===== src/rtl/tsc_cfg.svh =====
`ifndef TSC_CFG_SVH
`define TSC_CFG_SVH
`define TSC_OFS_ADC_CTRL 8'h00
`define TSC_OFS_DAC_DATA 8'h04
`define TSC_OFS_DAC_CTRL 8'h08
`define TSC_OFS_STATUS 8'h0c
`define TSC_OFS_MASK 8'h10
`define TSC_OFS_RESULT 8'h14
`define TSC_RST_CTRL 12'h000
`define TSC_RST_DAC 8'h80
`define TSC_ST_DONE 0
`define TSC_ST_PEN 1
`define TSC_ST_KEY 2
`define TSC_ST_BUSY 8
`define TSC_ST_REF 9
`define TSC_CLK_HZ 20000000
`define TSC_OSC_HZ 10000000
`define TSC_OSC_NS 100
`define TSC_ACQ_SHORT_NS 1500
`define TSC_ACQ_MID_NS 5000
`define TSC_ACQ_LONG_NS 95000
`define TSC_TICKS(ns) (((ns) + `TSC_OSC_NS - 1) / `TSC_OSC_NS)
`define TSC_CS_CONFIG 4'h0
`define TSC_CS_AUX_INPUT_1 4'h5
`define TSC_CS_TEMP 4'h9
`define TSC_CS_YPOS 4'ha
`define TSC_CS_XPOS 4'hb
`define TSC_MUX_XP 4'h0
`define TSC_MUX_YP 4'h2
`define TSC_RES_8 2'h0
`define TSC_RES_10 2'h1
`define TSC_ACQ_SHORT 2'h0
`define TSC_ACQ_MID 2'h1
`endif


===== src/rtl/tsc_pkg.sv =====
package tsc_pkg;
    typedef enum logic [2:0] {st_idle, st_ref_up, st_acq, st_conv, st_done} tsc_state_t;
    typedef struct packed {
        logic pen_det_en;
        logic ref_mode_hi;
        logic ref_mode_lo;
        logic ref_level_select;
        logic [1:0] acq_sel;
        logic [1:0] res_sel;
        logic [3:0] conversion_select;
    } tsc_ctrl_t;
    typedef struct packed {
        logic yp_drv;
        logic yn_drv;
        logic xp_drv;
        logic xn_drv;
    } tsc_panel_t;
endpackage


===== src/rtl/tsc_ctrl.sv =====
// How it works
// - y position: both y drivers on, x drivers off, sample x plus
// - input selector picks one of nine analog sources
// - acquisition time selectable 1.5, 5.0 or 95 us via control register
// - ref_level_select chooses 1.0 V or 2.5 V internal reference
// - ref_mode_hi zero selects internal reference, one selects external
// - reset leaves reference mode bits at zero, auto power-down
// - auto mode: aux, battery, temp scans power reference, settle, scan, off
// - full-power mode keeps internal reference powered continuously
// - 10 MHz tick times acquisition, conversion and reference settling
// - converter output code starts midscale, held until rewritten
// - converter shutdown enables the pull-down load on its output
// - busy output asserted while any operation runs
// - pen touch and key press reported on their interrupt outputs
// - registers reset to zero, converter data to 8'h80
//
// The placing of the registers and the Avalon-MM interface to the registers were decided locally.
`include "tsc_cfg.svh"
`timescale 1ns/100ps
`default_nettype none
module tsc_ctrl
    import tsc_pkg::*;
#(
    parameter int unsigned OSC_DIV = `TSC_CLK_HZ / `TSC_OSC_HZ,
    parameter int unsigned SETTLE_8 = 100,
    parameter int unsigned SETTLE_10 = 200,
    parameter int unsigned SETTLE_12 = 300
) (
    input wire logic clock,
    input wire logic resetn,
    input wire logic [7:0] avs_address,
    input wire logic avs_read,
    input wire logic avs_write,
    input wire logic [31:0] avs_writedata,
    output logic [31:0] avs_readdata,
    output logic avs_waitrequest,
    input wire logic pen_touch,
    input wire logic key_press,
    input wire logic [11:0] conv_data,
    output tsc_panel_t panel,
    output logic [3:0] mux_sel,
    output logic sample,
    output logic ref_power,
    output logic ref_level_select,
    output logic ref_external,
    output logic [7:0] dac_code,
    output logic dac_pulldown,
    output logic busy_n,
    output logic pen_touch_irq_n,
    output logic key_press_irq_n,
    output logic irq
);
    if (OSC_DIV < 1 || OSC_DIV > 256 || SETTLE_8 < 1 || SETTLE_8 > 1023 || SETTLE_10 < 1
        || SETTLE_10 > 1023 || SETTLE_12 < 1 || SETTLE_12 > 1023) begin : g_bad
        $error("tsc_ctrl: unsupported parameter value");
    end

    function automatic logic [9:0] acq_ticks(input logic [1:0] s);
        unique case (s)
            `TSC_ACQ_SHORT: acq_ticks = 10'(`TSC_TICKS(`TSC_ACQ_SHORT_NS));
            `TSC_ACQ_MID: acq_ticks = 10'(`TSC_TICKS(`TSC_ACQ_MID_NS));
            default: acq_ticks = 10'(`TSC_TICKS(`TSC_ACQ_LONG_NS));
        endcase
    endfunction

    function automatic logic [9:0] settle_ticks(input logic [1:0] r);
        unique case (r)
            `TSC_RES_8: settle_ticks = 10'(SETTLE_8);
            `TSC_RES_10: settle_ticks = 10'(SETTLE_10);
            default: settle_ticks = 10'(SETTLE_12);
        endcase
    endfunction

    function automatic logic [9:0] conv_ticks(input logic [1:0] r);
        unique case (r)
            `TSC_RES_8: conv_ticks = 10'd8;
            `TSC_RES_10: conv_ticks = 10'd10;
            default: conv_ticks = 10'd12;
        endcase
    endfunction

    function automatic logic needs_ref(input logic [3:0] cs);
        needs_ref = cs >= `TSC_CS_AUX_INPUT_1 && cs <= `TSC_CS_TEMP;
    endfunction

    // osc tick divider, realigned at scan start so each interval has a fixed phase
    logic start;
    logic [7:0] div_q, div_d;
    logic tick_q, tick_d;
    always_comb begin
        tick_d = div_q == 8'(OSC_DIV - 1) && !start;
        div_d = tick_d ? 8'h00 : div_q + 8'h01;
        if (start) begin
            div_d = 8'(OSC_DIV - 1);
        end
    end
    always_ff @(posedge clock) begin
        if (!resetn) begin
            div_q <= 8'h00;
            tick_q <= 1'b0;
        end else begin
            div_q <= div_d;
            tick_q <= tick_d;
        end
    end

    // register file and avalon slave
    tsc_ctrl_t ctrl_q, ctrl_d;
    logic [7:0] dac_q, dac_d;
    logic shut_q, shut_d;
    logic [2:0] stat_q, stat_d, mask_q, mask_d;
    logic [31:0] rdata_q, rdata_d;
    logic wait_q, wait_d, irq_q, irq_d;
    logic pen_q, pen_d, key_q, key_d;
    logic [11:0] result_q, result_d;
    tsc_state_t st_q, st_d;
    logic wr_acc, rd_acc, done_ev;
    always_comb begin
        wr_acc = avs_write && !wait_q;
        rd_acc = avs_read && !wait_q;
        wait_d = !((avs_read || avs_write) && wait_q);
        ctrl_d = ctrl_q;
        dac_d = dac_q;
        shut_d = shut_q;
        mask_d = mask_q;
        stat_d = stat_q;
        start = 1'b0;
        pen_d = !pen_touch_irq_n;
        key_d = !key_press_irq_n;
        if (wr_acc) begin
            unique case (avs_address)
                `TSC_OFS_ADC_CTRL: begin
                    ctrl_d = tsc_ctrl_t'(avs_writedata[11:0]);
                    start = avs_writedata[3:0] != `TSC_CS_CONFIG
                        && avs_writedata[3:0] <= `TSC_CS_XPOS && st_q == st_idle;
                end
                `TSC_OFS_DAC_DATA: dac_d = avs_writedata[7:0];
                `TSC_OFS_DAC_CTRL: shut_d = avs_writedata[0];
                `TSC_OFS_MASK: mask_d = avs_writedata[2:0];
                default: ;
            endcase
        end
        rdata_d = 32'h0000_0000;
        if (avs_read && wait_q) begin
            unique case (avs_address)
                `TSC_OFS_ADC_CTRL: rdata_d = {20'h00000, ctrl_q};
                `TSC_OFS_DAC_DATA: rdata_d = {24'h000000, dac_q};
                `TSC_OFS_DAC_CTRL: rdata_d = {31'h00000000, shut_q};
                `TSC_OFS_STATUS: begin
                    rdata_d = {29'h00000000, stat_q};
                    rdata_d[`TSC_ST_BUSY] = st_q != st_idle;
                    rdata_d[`TSC_ST_REF] = ref_power;
                end
                `TSC_OFS_MASK: rdata_d = {29'h00000000, mask_q};
                `TSC_OFS_RESULT: rdata_d = {20'h00000, result_q};
                default: ;
            endcase
        end
        if (rd_acc && avs_address == `TSC_OFS_STATUS) begin
            stat_d = 3'h0;
        end
        // set beats clear
        if (done_ev) begin
            stat_d[`TSC_ST_DONE] = 1'b1;
        end
        if (!pen_q && !pen_touch_irq_n) begin
            stat_d[`TSC_ST_PEN] = 1'b1;
        end
        if (!key_q && !key_press_irq_n) begin
            stat_d[`TSC_ST_KEY] = 1'b1;
        end
        irq_d = |(stat_d & mask_d);
    end
    always_ff @(posedge clock) begin
        if (!resetn) begin
            ctrl_q <= `TSC_RST_CTRL;
            dac_q <= `TSC_RST_DAC;
            shut_q <= 1'b0;
            mask_q <= 3'h0;
            stat_q <= 3'h0;
            rdata_q <= 32'h0000_0000;
            wait_q <= 1'b1;
            irq_q <= 1'b0;
            pen_q <= 1'b0;
            key_q <= 1'b0;
        end else begin
            ctrl_q <= ctrl_d;
            dac_q <= dac_d;
            shut_q <= shut_d;
            mask_q <= mask_d;
            stat_q <= stat_d;
            rdata_q <= rdata_d;
            wait_q <= wait_d;
            irq_q <= irq_d;
            pen_q <= pen_d;
            key_q <= key_d;
        end
    end

    // scan sequencer
    tsc_ctrl_t cfg_q, cfg_d;
    logic [9:0] cnt_q, cnt_d;
    tsc_panel_t panel_d;
    logic [3:0] mux_d;
    logic samp_d, refp_d, busy_n_d, pirq_d, kirq_d, full_pwr, auto_pwr;
    always_comb begin
        st_d = st_q;
        cnt_d = cnt_q;
        cfg_d = cfg_q;
        result_d = result_q;
        done_ev = 1'b0;
        unique case (st_q)
            st_idle: if (start) begin
                cfg_d = ctrl_d;
                if (needs_ref(ctrl_d.conversion_select) && !ctrl_d.ref_mode_hi
                    && !ctrl_d.ref_mode_lo) begin
                    st_d = st_ref_up;
                    cnt_d = settle_ticks(ctrl_d.res_sel);
                end else begin
                    st_d = st_acq;
                    cnt_d = acq_ticks(ctrl_d.acq_sel);
                end
            end
            st_ref_up: if (tick_q) begin
                cnt_d = cnt_q - 10'd1;
                if (cnt_q == 10'd1) begin
                    st_d = st_acq;
                    cnt_d = acq_ticks(cfg_q.acq_sel);
                end
            end
            st_acq: if (tick_q) begin
                cnt_d = cnt_q - 10'd1;
                if (cnt_q == 10'd1) begin
                    st_d = st_conv;
                    cnt_d = conv_ticks(cfg_q.res_sel);
                end
            end
            st_conv: if (tick_q) begin
                cnt_d = cnt_q - 10'd1;
                if (cnt_q == 10'd1) begin
                    st_d = st_done;
                    result_d = conv_data;
                end
            end
            st_done: begin
                st_d = st_idle;
                done_ev = 1'b1;
            end
        endcase
        panel_d = '0;
        // next config, so drivers and selector are right in the first acquisition cycle
        mux_d = cfg_d.conversion_select - 4'h1;
        if (cfg_d.conversion_select == `TSC_CS_YPOS) begin
            mux_d = `TSC_MUX_XP;
        end
        if (cfg_d.conversion_select == `TSC_CS_XPOS) begin
            mux_d = `TSC_MUX_YP;
        end
        if (st_d == st_acq || st_d == st_conv) begin
            if (cfg_d.conversion_select == `TSC_CS_YPOS) begin
                panel_d.yp_drv = 1'b1;
                panel_d.yn_drv = 1'b1;
            end
            if (cfg_d.conversion_select == `TSC_CS_XPOS) begin
                panel_d.xp_drv = 1'b1;
                panel_d.xn_drv = 1'b1;
            end
        end
        if (st_d == st_idle) begin
            mux_d = mux_sel;
        end
        samp_d = st_d == st_acq;
        full_pwr = !ctrl_q.ref_mode_hi && ctrl_q.ref_mode_lo;
        auto_pwr = !ctrl_q.ref_mode_hi && !ctrl_q.ref_mode_lo;
        refp_d = full_pwr
            || (auto_pwr && st_d != st_idle && st_d != st_done
                && needs_ref(cfg_d.conversion_select));
        busy_n_d = st_d == st_idle;
        pirq_d = !(pen_touch && ctrl_q.pen_det_en);
        kirq_d = !key_press;
    end
    always_ff @(posedge clock) begin
        if (!resetn) begin
            st_q <= st_idle;
            cnt_q <= 10'd0;
            cfg_q <= `TSC_RST_CTRL;
            result_q <= 12'h000;
            panel <= '0;
            mux_sel <= 4'h0;
            sample <= 1'b0;
            ref_power <= 1'b0;
            ref_level_select <= 1'b0;
            ref_external <= 1'b0;
            busy_n <= 1'b1;
            pen_touch_irq_n <= 1'b1;
            key_press_irq_n <= 1'b1;
        end else begin
            st_q <= st_d;
            cnt_q <= cnt_d;
            cfg_q <= cfg_d;
            result_q <= result_d;
            panel <= panel_d;
            mux_sel <= mux_d;
            sample <= samp_d;
            ref_power <= refp_d;
            ref_level_select <= ctrl_q.ref_level_select;
            ref_external <= ctrl_q.ref_mode_hi;
            busy_n <= busy_n_d;
            pen_touch_irq_n <= pirq_d;
            key_press_irq_n <= kirq_d;
        end
    end

    assign avs_readdata = rdata_q;
    assign avs_waitrequest = wait_q;
    assign irq = irq_q;
    assign dac_code = dac_q;
    assign dac_pulldown = shut_q;

    // assertion helpers: ticks spent in acquisition and settling
    logic [9:0] acq_h, set_h;
    always_ff @(posedge clock) begin
        if (!resetn || !sample) acq_h <= 10'd0;
        else if (tick_q) acq_h <= acq_h + 10'd1;
        if (!resetn || st_q != st_ref_up) set_h <= 10'd0;
        else if (tick_q) set_h <= set_h + 10'd1;
    end
endmodule // tsc_ctrl
`default_nettype wire


===== config.mk =====
export PLATFORM = sky130hd
export DESIGN_NAME = tsc_ctrl
export DESIGN_NICKNAME = d
export VERILOG_FILES = /design/src/rtl/tsc_pkg.sv /design/src/rtl/tsc_ctrl.sv
export VERILOG_INCLUDE_DIRS = /design/src /design/src/rtl
export SDC_FILE = /design/constraint.sdc
export NUM_CORES = 1
export LEC_CHECK = 0
export ABC_AREA = 1
export BUFFER_PORTS_ARGS = -buffer_cell sky130_fd_sc_hd__buf_2
export CAP_MARGIN = 20
export CELL_PAD_IN_SITES_DETAIL_PLACEMENT = 1
export CELL_PAD_IN_SITES_GLOBAL_PLACEMENT = 1
export CORE_ASPECT_RATIO = 0.9
export CORE_UTILIZATION = 41
export CTS_CLUSTER_DIAMETER = 60
export DETAILED_ROUTE_END_ITERATION = 7
export GPL_ROUTABILITY_DRIVEN = 0
export PLACE_DENSITY = 0.87
export SLEW_MARGIN = 5
export SYNTH_ARGS = -nofsm -noshare
export SYNTH_HDL_FRONTEND = slang
export SYNTH_SLANG_ARGS = --single-unit

===== constraint.sdc =====
create_clock -name clock -period 5.1 [get_ports clock]
set_input_delay 1.02 -clock clock [delete_from_list [all_inputs] [get_ports clock]]
set_output_delay 1.02 -clock clock [all_outputs]
set_load 0.05 [all_outputs]

## Word level (Yosys, flattened, before mapping)

Index checks and enable logic that the tools add are counted.
W data, S select, Z words.

- Bits in registers: 120
- Bits of input ports: 58
- Output and inout bits: 58
- Word-level logic and storage cells: 168

- Add/subtract/negate cells: 3
- $lt $le $gt $ge: 5
- Equal/unequal tests: 24
- Multiplexer cells: 41
- Bitwise gates (word level): 2
- Reduce and logical (&&, ||, !) cells: 56

Operators with widths:

| operator | number |
|---|---|
| $pmux W12 S6 | 1 |
| $mux W10 | 7 |
| $pmux W10 S2 | 2 |
| $pmux W10 S4 | 1 |
| $mux W3 | 10 |
| $mux W12 | 2 |
| $logic_and A1 B1 Y1 | 20 |
| $pmux W9 S2 | 1 |
| $eq A8 B4 Y1 const B | 2 |
| $eq A8 B5 Y1 const B | 2 |
| $mux W4 | 4 |
| $pmux W3 S5 | 1 |
| $logic_not A1 Y1 | 13 |
| $eq A3 B2 Y1 const B | 4 |
| $le A4 B4 Y1 const B | 3 |
| $eq A10 B1 Y1 const B | 1 |
| $reduce_and A2 Y1 | 5 |
| $sub A10 B1 Y10 const B | 1 |
| $add A8 B1 Y8 const B | 1 |
| $eq A2 B1 Y1 const B | 4 |
| $eq A4 B4 Y1 const B | 2 |
| $eq A8 B1 Y1 const B | 1 |
| $eq A8 B3 Y1 const B | 1 |
| $ge A4 B3 Y1 const B | 2 |
| 19 further kinds | 40 |

## Depth between registers and ports, before layout

Gate-level depths: netlist of the first run.

- Word-level depth: 15
- Gate-level depth with buffers: 17
- Depth with buffers taken out: 17

## Least setup slack after synthesis of the first run

OpenSTA, ideal clock, no wires.

- Path type: input-to-reg
- Start point: input avs_address[1]
- End point: register mux_sel[2]
- Setup time: 64 ps
- Arrival: 2682 ps
- Required time: 5036 ps
- Path slack: 2354 ps
- Cell stages on the path: 15
- Buffers on the path: 1
- Cells stage by stage: nor2_2 -> nand2_2 -> nor2_8 -> nand2_4 -> nor2_2 -> buf_4 -> nand2_1 -> o21ai_2 -> inv_1 -> ha_1 -> o21ai_1 -> o21ai_0 -> nand2_1 -> nand2_1 -> nor2_1

RTL lines:

| element | line | text |
|---|---|---|
| start, declared | tsc_ctrl.sv:31 | `input wire logic [7:0] avs_address,` |
| end signal, assigned | tsc_ctrl.sv:303 | `mux_sel <= mux_d;` |
| end, declared | tsc_ctrl.sv:41 | `output logic [3:0] mux_sel,` |

==> out/summary.txt, run 1 <==
Sum Neg Setup Slack -> 0 ns
Power Internal -> 1205 uW
Die ar. -> 11950 um2
Critical path class -> primary input to register
Worst-Margin Slew -> 0.8504 ns
Yosys top cell by area -> dfxtp_1
Max_cap viols -> 0
Final hold vios -> 0
CP cell instances -> buf_2, inv_1, nor2_2, nand2_4, nor2_2, nand2_1, o21ai_2, inv_1, ha_1, o21ai_1, o21ai_0, nand2_1, nand2_1, nor2_1
Crit path DAT -> 3.77 ns
Final setup viols -> 0
Critical R2R Launch -> avs_waitrequest
Worst-case reg-to-reg path depth -> 12
TritonCTS Buffers -> 9
Pleak -> 0.002572 uW
Filler cell count -> 1444
Slew Limit Fails -> 0
Vias -> 4412
Cell area after placement -> 5125 um2
Crit path capture -> mux_sel[2]
Most frequent cell on the critical path -> nand2_1
WP buf/inv -> 3
Vias/cell -> 5.060
Post-Route WL -> 13400 um
Syn-to-layout area delta -> 14.97%
Die Span Y -> 103.8 um
#FFs+latches synth -> 98
Worst-path fanout max -> 18
Post-Layout Cell Count -> 872
Post-CTS setup buffers -> 0
Buffers on Ports -> 75
Global-route usage over all layers -> 0.2327
Root Buffer Master -> clkbuf_16
Final Cell Area -> 5430 um2
Congestion Overflow GR -> 0
DR WL/cell -> 15.37 um
Period utilization -> 0.6829
Detail Route Antenna Nets -> 0
Pin count of the biggest net entering global routing -> 47
Critical path data required time -> 5.39 ns
Diodes inserted -> 0
Seq pwr share -> 0.483
Core area -> 11040 um2
Num rows -> 36
Synth area leaders -> dfxtp_1, nand2_1, inv_1
Flop-to-flop setup slack -> 2.03 ns
Worst clock skew -> 0.005553 ns
Hold Crit Class -> register to register
Post-synth top area share -> 0.4154
H-tree depth -> 3
Clock latency on the worst-skew pair -> 0.35 ns
Crit path max-delay family -> simple AND/OR/NAND/NOR gates
R2R Path End -> mux_sel[2]
Number of distinct library cells after synthesis -> 46
I/O pin count -> 116
Number of clock sinks -> 98
Relative slew slack -> 0.4310
Startpoint types -> primary input
CTS tree -> built
DP HPWL -> 10050 um
Min cycle time layout -> 3.483 ns
Fmax -> 287.1 MHz
CTS resizes -> 0
Power density cells -> 298.9 nW/um2
DRC viols -> 0
Worst VDD drop -> 0.1952 mV
Commonest non-fill, non-tap cell in the layout -> nand2_1
DRT Pass-1 Iters -> 4
Cells after DPL -> 856
Most frequent cells in the layout -> nand2_1, dfxtp_1, inv_1
Die Wd -> 115.1 um
Combinational power share -> 0.090
Clock Power Share -> 0.427
Post-CTS Hold Buffers -> 0
Storage cell area -> 1962 um2
DRT iter0 DRCs -> 231
First-pass GRT wire length -> 22050 um
Final nets -> 781
Mapped Cells -> 647
Post-synthesis instance area -> 4723 um2
Syn Area/Cell -> 7.300 um2
Worst setup startpoint -> avs_write
Share of layout cells above drive strength 1 -> 0.1722
Pre-CTS setup slack -> 1.335 ns
Slowest CP cell -> nor2_2
Antenna violations before repair -> 0
Crit. End Element -> register
Area of the multi-input gates -> 2226 um2
Slowest stage delay, CP -> 0.54 ns
Clock Path Buffers -> 2
Switching share of power -> 0.2578
Vias in the first global route -> 4592
Sequential area share after synthesis -> 0.4154
Synth warnings -> 0
Initial cell density of the core -> 0.4280
RSZ-0062 raised after global routing -> no
Outcome -> completed
Post-route setup slack -> 1.617 ns
Clock Pin Slew Worst Setup and Hold Paths -> 0.07 ns
Crit path depth -> 14
Min Hold Slack -> 0.4366 ns
Sw power -> 418.5 uW
-- registers in the layout (all words and copies together), names as in the netlist, 2 cells and up --
name          flops
mask_q            3
panel             2
ctrl_q           12
mux_sel           4
cfg_q             8
result_q         12
cnt_q            10
st_q              3
dac_code          8
avs_readdata     12
stat_q            3
div_q             8
-- logic make-up (layout without fill, tap and decap cells) --
logic type	count (synthesis)	count (layout)	share of synthesized area
AND/OR/NAND/NOR	246	246	0.2329
AO/OA/AOI/OAI	148	148	0.1809
buffers and inverters	135	189	0.1285
flip-flops	98	98	0.4154
XOR/XNOR	11	11	0.02040
adder cells (fa/ha/maj)	8	8	0.02119
other	1	20	0.0007939
-- worst min path at each step --
stage,cells past startpoint,endpoint,startpoint,slack [ns]
after global placement,2,ref_level_select,ctrl_q[8],0.42
final,2,ref_level_select,ctrl_q[8],0.44
after CTS,2,ref_level_select,ctrl_q[8],0.44
after detailed placement,2,ref_level_select,ctrl_q[8],0.43
after floorplan,1,pen_touch_irq_n,ctrl_q[11],0.38
after global routing,1,key_q,key_press_irq_n,0.47
-- cells in the mapped netlist, drive strengths merged --
master     n
a21oi     53
a221oi     3
a2bb2oi    4
a311oi     1
a31oi      7
and3       1
buf       27
clkbuf    11
conb       1
dfxtp     98
ha         8
inv       97
nand2    111
nand3     19
nand3b     3
nand4      4
nor2      89
nor3      12
nor4       3
o211ai     4
o21a       1
o21ai     65
o21bai     1
o221ai     3
o22ai      3
o2bb2ai    2
o311ai     1
or2        4
xnor2      5
xor2       6
-- worst reg2reg max path, delay by kind of cell (launching register included) --
kind / cells / cell delay, ns
simple gates: 7 / 1.73
compound gates: 3 / 0.58
flops: 1 / 0.35
fa+ha+maj: 1 / 0.23
buf+inv: 1 / 0.12
-- stage by stage --
step,utilization,power (uW)
after CTS,0.4921,1633
after floorplan,-,918.5
after global routing,0.4921,1677
final,0.4921,1623
after detailed placement,0.4644,946.6
after global placement,0.4644,940.9
-- cell type report --
cell class,count,area share
Sequential cell,98,0.3613
Clock inverter,6,0.01221
Timing Repair Buffer,76,0.07051
Multi-Input combinational cell,433,0.4099
Tap cell,152,0.03502
Clock buffer,10,0.04401
Inverter,97,0.06705
-- power groups by stage --
stage               Clock, uW  Combinational (uW)  Sequential (uW)
detailed placement          0                 146              801
floorplan                   0                 103              816
CTS                       702                 147              783
global route              733                 159              784
global placement            0                 141              800
finish                    693                 147              783
-- per-layer routing --
metal / vias up / GRT usage / part of all wire
li1: 2182 / - / -
met2: 98 / 0.3941 / 0.48
met5: - / 0 / 0
met3: 13 / 0.04681 / 0.043
met1: 2119 / 0.2974 / 0.46
met4: 0 / 0.06308 / 0.010
Note: power is estimated with default switching activity, not from simulation.
==> run 2, diff against run 1 <==
--- a/config.mk
+++ b/config.mk
@@ -12,11 +12,11 @@
 export CELL_PAD_IN_SITES_DETAIL_PLACEMENT = 1
 export CELL_PAD_IN_SITES_GLOBAL_PLACEMENT = 1
 export CORE_ASPECT_RATIO = 0.9
-export CORE_UTILIZATION = 41
+export CORE_UTILIZATION = 34
 export CTS_CLUSTER_DIAMETER = 60
 export DETAILED_ROUTE_END_ITERATION = 7
 export GPL_ROUTABILITY_DRIVEN = 0
-export PLACE_DENSITY = 0.87
+export PLACE_DENSITY = 0.77
 export SLEW_MARGIN = 5
 export SYNTH_ARGS = -nofsm -noshare
 export SYNTH_HDL_FRONTEND = slang
==> constraint.sdc (replaced) <==
create_clock -name clock -period 2.8 [get_ports clock]
set_input_delay 0.56 -clock clock [delete_from_list [all_inputs] [get_ports clock]]
set_output_delay 0.56 -clock clock [all_outputs]
set_load 0.05 [all_outputs]
==> run 2 against run 1 <==
Global-route usage down 3.9 points; routed wire length up 1.5%; combinational power grew 86%; sequential share of layout area shrank 0.89 points; worst setup slack worse by 1.3 ns; sequential power is 83% higher; core utilization fell by 7.9 points; die area rose by 20%; cell count grew 3.1%; largest cell class unchanged; highest routed layer unchanged.
==> out/summary.txt, run 2 (synthesis gave the netlist of run 1 again) <==
Outcome -> completed
Worst VDD drop -> 0.3603 mV
Sum Neg Setup Slack -> 0 ns
Pin count of the biggest net entering global routing -> 42
CP cell instances -> inv_1, nor2_1, nor2_1, inv_1, a21oi_2, inv_1, o21ai_0, o21bai_1, inv_1
Post-CTS setup buffers -> 0
TritonCTS Buffers -> 9
Post-CTS Hold Buffers -> 0
Fmax -> 408.0 MHz
Die ar. -> 14370 um2
CTS resizes -> 0
Worst-Margin Slew -> 0.5798 ns
Crit path DAT -> 2.70 ns
First-pass GRT wire length -> 21800 um
Clock Power Share -> 0.452
DRT iter0 DRCs -> 221
Buffers on Ports -> 75
Num rows -> 40
Detail Route Antenna Nets -> 0
Final setup viols -> 0
Switching share of power -> 0.2473
Syn-to-layout area delta -> 17.85%
Filler cell count -> 1717
Die Span Y -> 113.8 um
I/O pin count -> 116
Storage cell area -> 1962 um2
Max_cap viols -> 0
Combinational power share -> 0.088
Power Internal -> 2336 uW
Vias/cell -> 4.983
DRT Pass-1 Iters -> 4
Clock Path Buffers -> 2
Die Wd -> 126.2 um
Power density cells -> 557.6 nW/um2
Commonest non-fill, non-tap cell in the layout -> nand2_1
Number of clock sinks -> 98
Share of layout cells above drive strength 1 -> 0.1847
Design Power -> 3104 uW
Clock latency on the worst-skew pair -> 0.36 ns
Sw power -> 767.8 uW
Seq pwr share -> 0.460
Vias in the first global route -> 4462
Post-route setup slack -> 0.3491 ns
Final hold vios -> 0
Critical path class -> register to register
RSZ-0062 raised after global routing -> no
Global-route usage over all layers -> 0.1938
Hold Crit Class -> primary input to register
Core area -> 13460 um2
Vias -> 4480
Slowest stage delay, CP -> 0.42 ns
Relative slew slack -> 0.6118
DR WL/cell -> 15.13 um
Critical path data required time -> 3.05 ns
Period utilization -> 0.8753
Min cycle time layout -> 2.451 ns
Worst-path fanout max -> 16
Final nets -> 792
Post-Route WL -> 13600 um
DRC viols -> 0
Crit. End Element -> register
Slew Limit Fails -> 0
Clock Pin Slew Worst Setup and Hold Paths -> 0.07 ns
Min Hold Slack -> 0.3656 ns
Pre-CTS setup slack -> 0.1033 ns
Congestion Overflow GR -> 0
Antenna violations before repair -> 0
WP buf/inv -> 4
DP HPWL -> 10430 um
Startpoint types -> register
Root Buffer Master -> clkbuf_16
Most frequent cells in the layout -> nand2_1, dfxtp_1, inv_1
Area of the multi-input gates -> 2226 um2
Diodes inserted -> 0
Worst clock skew -> 0.009216 ns
Slowest CP cell -> nor2_1
Initial cell density of the core -> 0.3508
H-tree depth -> 3
Most frequent cell on the critical path -> inv_1
Core Util, Final -> 0.4135
Crit path max-delay family -> buffers and inverters
CTS tree -> built
Pleak -> 0.002650 uW
[run 2: cell types whose count changed in the layout (fill, tap and decap cells not counted), sizes merged]
cell | before | now
clkinvlp | 3 | 1
buf | 76 | 87
bufinv | 1 | 2
clkinv | 2 | 1
clkbuf | 10 | 12
[run 2: cell type report]
class	instances	area share
Multi-Input combinational cell	433	0.3999
Clock inverter	4	0.01304
Timing Repair Buffer	87	0.08361
Tap cell	168	0.03776
Inverter	97	0.06541
Clock buffer	12	0.04788
Sequential cell	98	0.3524
[run 2: power by group through the flow]
stage,clock (uW),combinational (uW),sequential (uW)
floorplan,0,187,1490
global placement,0,263,1460
detailed placement,0,270,1460
CTS,1430,273,1430
global route,1480,297,1430
finish,1400,273,1430
[run 2: final timing paths]
path	cells after the start	start	slack, ns	endpoint
setup / recovery	9	st_q[1]	0.35	cnt_q[6]
hold / removal	2	key_press	0.37	key_press_irq_n
setup reg to reg	9	st_q[1]	0.35	cnt_q[6]
hold reg to reg	2	ctrl_q[8]	0.43	ref_level_select
[run 2: per-stage QoR]
stage | cells | area [um2]
after global routing | 899 | 5567
after detailed placement | 883 | 5228
final | 899 | 5567
after CTS | 899 | 5567
after global placement | 883 | 5228
after floorplan | 666 | 4795
[run 2: metal layers]
| layer | vias to the layer above | global-route usage | part of all wire |
|---|---|---|---|
| met5 | - | 0 | 0 |
| met4 | 0 | 0.05382 | 0.015 |
| met3 | 21 | 0.04409 | 0.045 |
| met2 | 111 | 0.3249 | 0.46 |
| met1 | 2146 | 0.2500 | 0.48 |
| li1 | 2202 | - | - |
==> run 3, diff against run 2 <==
--- a/config.mk
+++ b/config.mk
@@ -12,11 +12,11 @@
 export CELL_PAD_IN_SITES_DETAIL_PLACEMENT = 1
 export CELL_PAD_IN_SITES_GLOBAL_PLACEMENT = 1
 export CORE_ASPECT_RATIO = 0.9
-export CORE_UTILIZATION = 34
+export CORE_UTILIZATION = 30
 export CTS_CLUSTER_DIAMETER = 60
 export DETAILED_ROUTE_END_ITERATION = 7
 export GPL_ROUTABILITY_DRIVEN = 0
-export PLACE_DENSITY = 0.77
+export PLACE_DENSITY = 0.72
 export SLEW_MARGIN = 5
 export SYNTH_ARGS = -nofsm -noshare
 export SYNTH_HDL_FRONTEND = slang
==> run 3 against run 2 <==
Clock skew down 0.0020 ns; hold slack better by 0.0033 ns; clock power down 5%; critical path type is now primary input to register; largest power group unchanged; routed wire length down 4.1%; final area up 0.70%; register-to-register slack better by 0.17 ns; count of clock-buffer cells in the layout down 1.
==> out/summary.txt, run 3 (synthesis gave the netlist of run 1 again) <==
Worst clock skew -> 0.007217 ns
First-pass GRT wire length -> 21460 um
Die Wd -> 134.3 um
Critical path class -> primary input to register
Startpoint types -> primary input
Initial cell density of the core -> 0.3070
Crit path DAT -> 2.57 ns
CTS resizes -> 0
Worst-Margin Slew -> 0.5665 ns
Root Buffer Master -> clkbuf_16
Post-Route WL -> 13040 um
CTS tree -> built
Vias/cell -> 4.597
Fmax -> 428.7 MHz
Vias -> 4298
Core Util, Final -> 0.3643
Diodes inserted -> 0
Clock Path Buffers -> 2
Syn-to-layout area delta -> 18.68%
Global-route usage over all layers -> 0.1701
Relative slew slack -> 0.6207
Sum Neg Setup Slack -> 0 ns
Most frequent cells in the layout -> nand2_1, dfxtp_1, inv_1
Buffers on Ports -> 75
Critical path data required time -> 3.04 ns
Hold Crit Class -> primary input to register
Worst VDD drop -> 0.4653 mV
DP HPWL -> 9961 um
Filler cell count -> 1973
Congestion Overflow GR -> 0
Power density cells -> 541.2 nW/um2
Share of layout cells above drive strength 1 -> 0.1855
Final setup viols -> 0
Slew Limit Fails -> 0
DR WL/cell -> 13.94 um
Commonest non-fill, non-tap cell in the layout -> nand2_1
Clock latency on the worst-skew pair -> 0.35 ns
DRT iter0 DRCs -> 172
Detail Route Antenna Nets -> 0
I/O pin count -> 116
DRC viols -> 0
Post-CTS Hold Buffers -> 0
Number of clock sinks -> 98
H-tree depth -> 3
TritonCTS Buffers -> 9
Max_cap viols -> 0
Post-CTS setup buffers -> 0
Worst-path fanout max -> 8
DRT Pass-1 Iters -> 4
Clock Pin Slew Worst Setup and Hold Paths -> 0.06 ns
RSZ-0062 raised after global routing -> no
Antenna violations before repair -> 0
Core area -> 15390 um2
Num rows -> 43
Outcome -> completed
Die ar. -> 16250 um2
Period utilization -> 0.8330
Pin count of the biggest net entering global routing -> 36
Final nets -> 794
Min cycle time layout -> 2.332 ns
Pleak -> 0.002651 uW
Flop-to-flop setup slack -> 0.52 ns
Die Span Y -> 121.0 um
Final hold vios -> 0
Vias in the first global route -> 4257
Crit. End Element -> register
## run 3: worst paths after layout
kind	startpoint	end	cells past startpoint
min reg2reg	ctrl_q[8]	ref_level_select	2
min	key_press	key_press_irq_n	2
max reg2reg	st_q[0]	mux_sel[3]	16
max	avs_address[5]	mux_sel[3]	17
## run 3: metrics by stage
step / power [uW] / hold WS (ns) / std cells / instance area [um2] / setup WS (ns)
after floorplan: 1673 / 0.3806 / 666 / 4795 / 0.5138
after global placement: 1728 / 0.4131 / 919 / 5285 / 0.1055
after detailed placement: 1730 / 0.4217 / 919 / 5285 / 0.09775
after CTS: 3078 / 0.3572 / 935 / 5605 / 0.4666
after global routing: 3167 / 0.3859 / 935 / 5605 / 0.1940
final: 3034 / 0.3690 / 935 / 5605 / 0.4676
## run 3: final cells by class
cell class / instances / area [um2] / area share
clock buffers: 11 / 242.7 / 0.04330
clock inverters: 5 / 77.57 / 0.01384
inverters: 97 / 364.1 / 0.06496
multi-input cells: 433 / 2226 / 0.3971
flip-flops and latches: 98 / 1962 / 0.3500
well taps: 202 / 252.7 / 0.04509
repair buffers: 89 / 480.5 / 0.08571
## run 3: routing by layer
layer / track usage / vias to the layer above / routed length (um)
li1: - / 2207 / -
met1: 0.2387 / 1992 / 6829
met2: 0.2545 / 87 / 5441
met3: 0.03634 / 12 / 515
met4: 0.06180 / 0 / 248
met5: 0 / - / 0
## run 3: worst max-delay path, cell delays in order
cell,delay [ns]
buf_2,0.11
nor2_2,0.11
nand2_2,0.12
nor2_8,0.20
nand2_4,0.07
nor2_2,0.30
buf_4,0.20
inv_2,0.08
nand2_1,0.06
o21ai_1,0.10
inv_1,0.13
nand3_1,0.09
or2_0,0.21
nand3_1,0.07
nand2_1,0.05
nand2_1,0.06
nor2_1,0.04
## run 3: where the power goes
part	switching [uW]	total, uW	internal [uW]
sequential	14.5	1430	1410
clock	530	1330	804
combinational	204	273	69.0
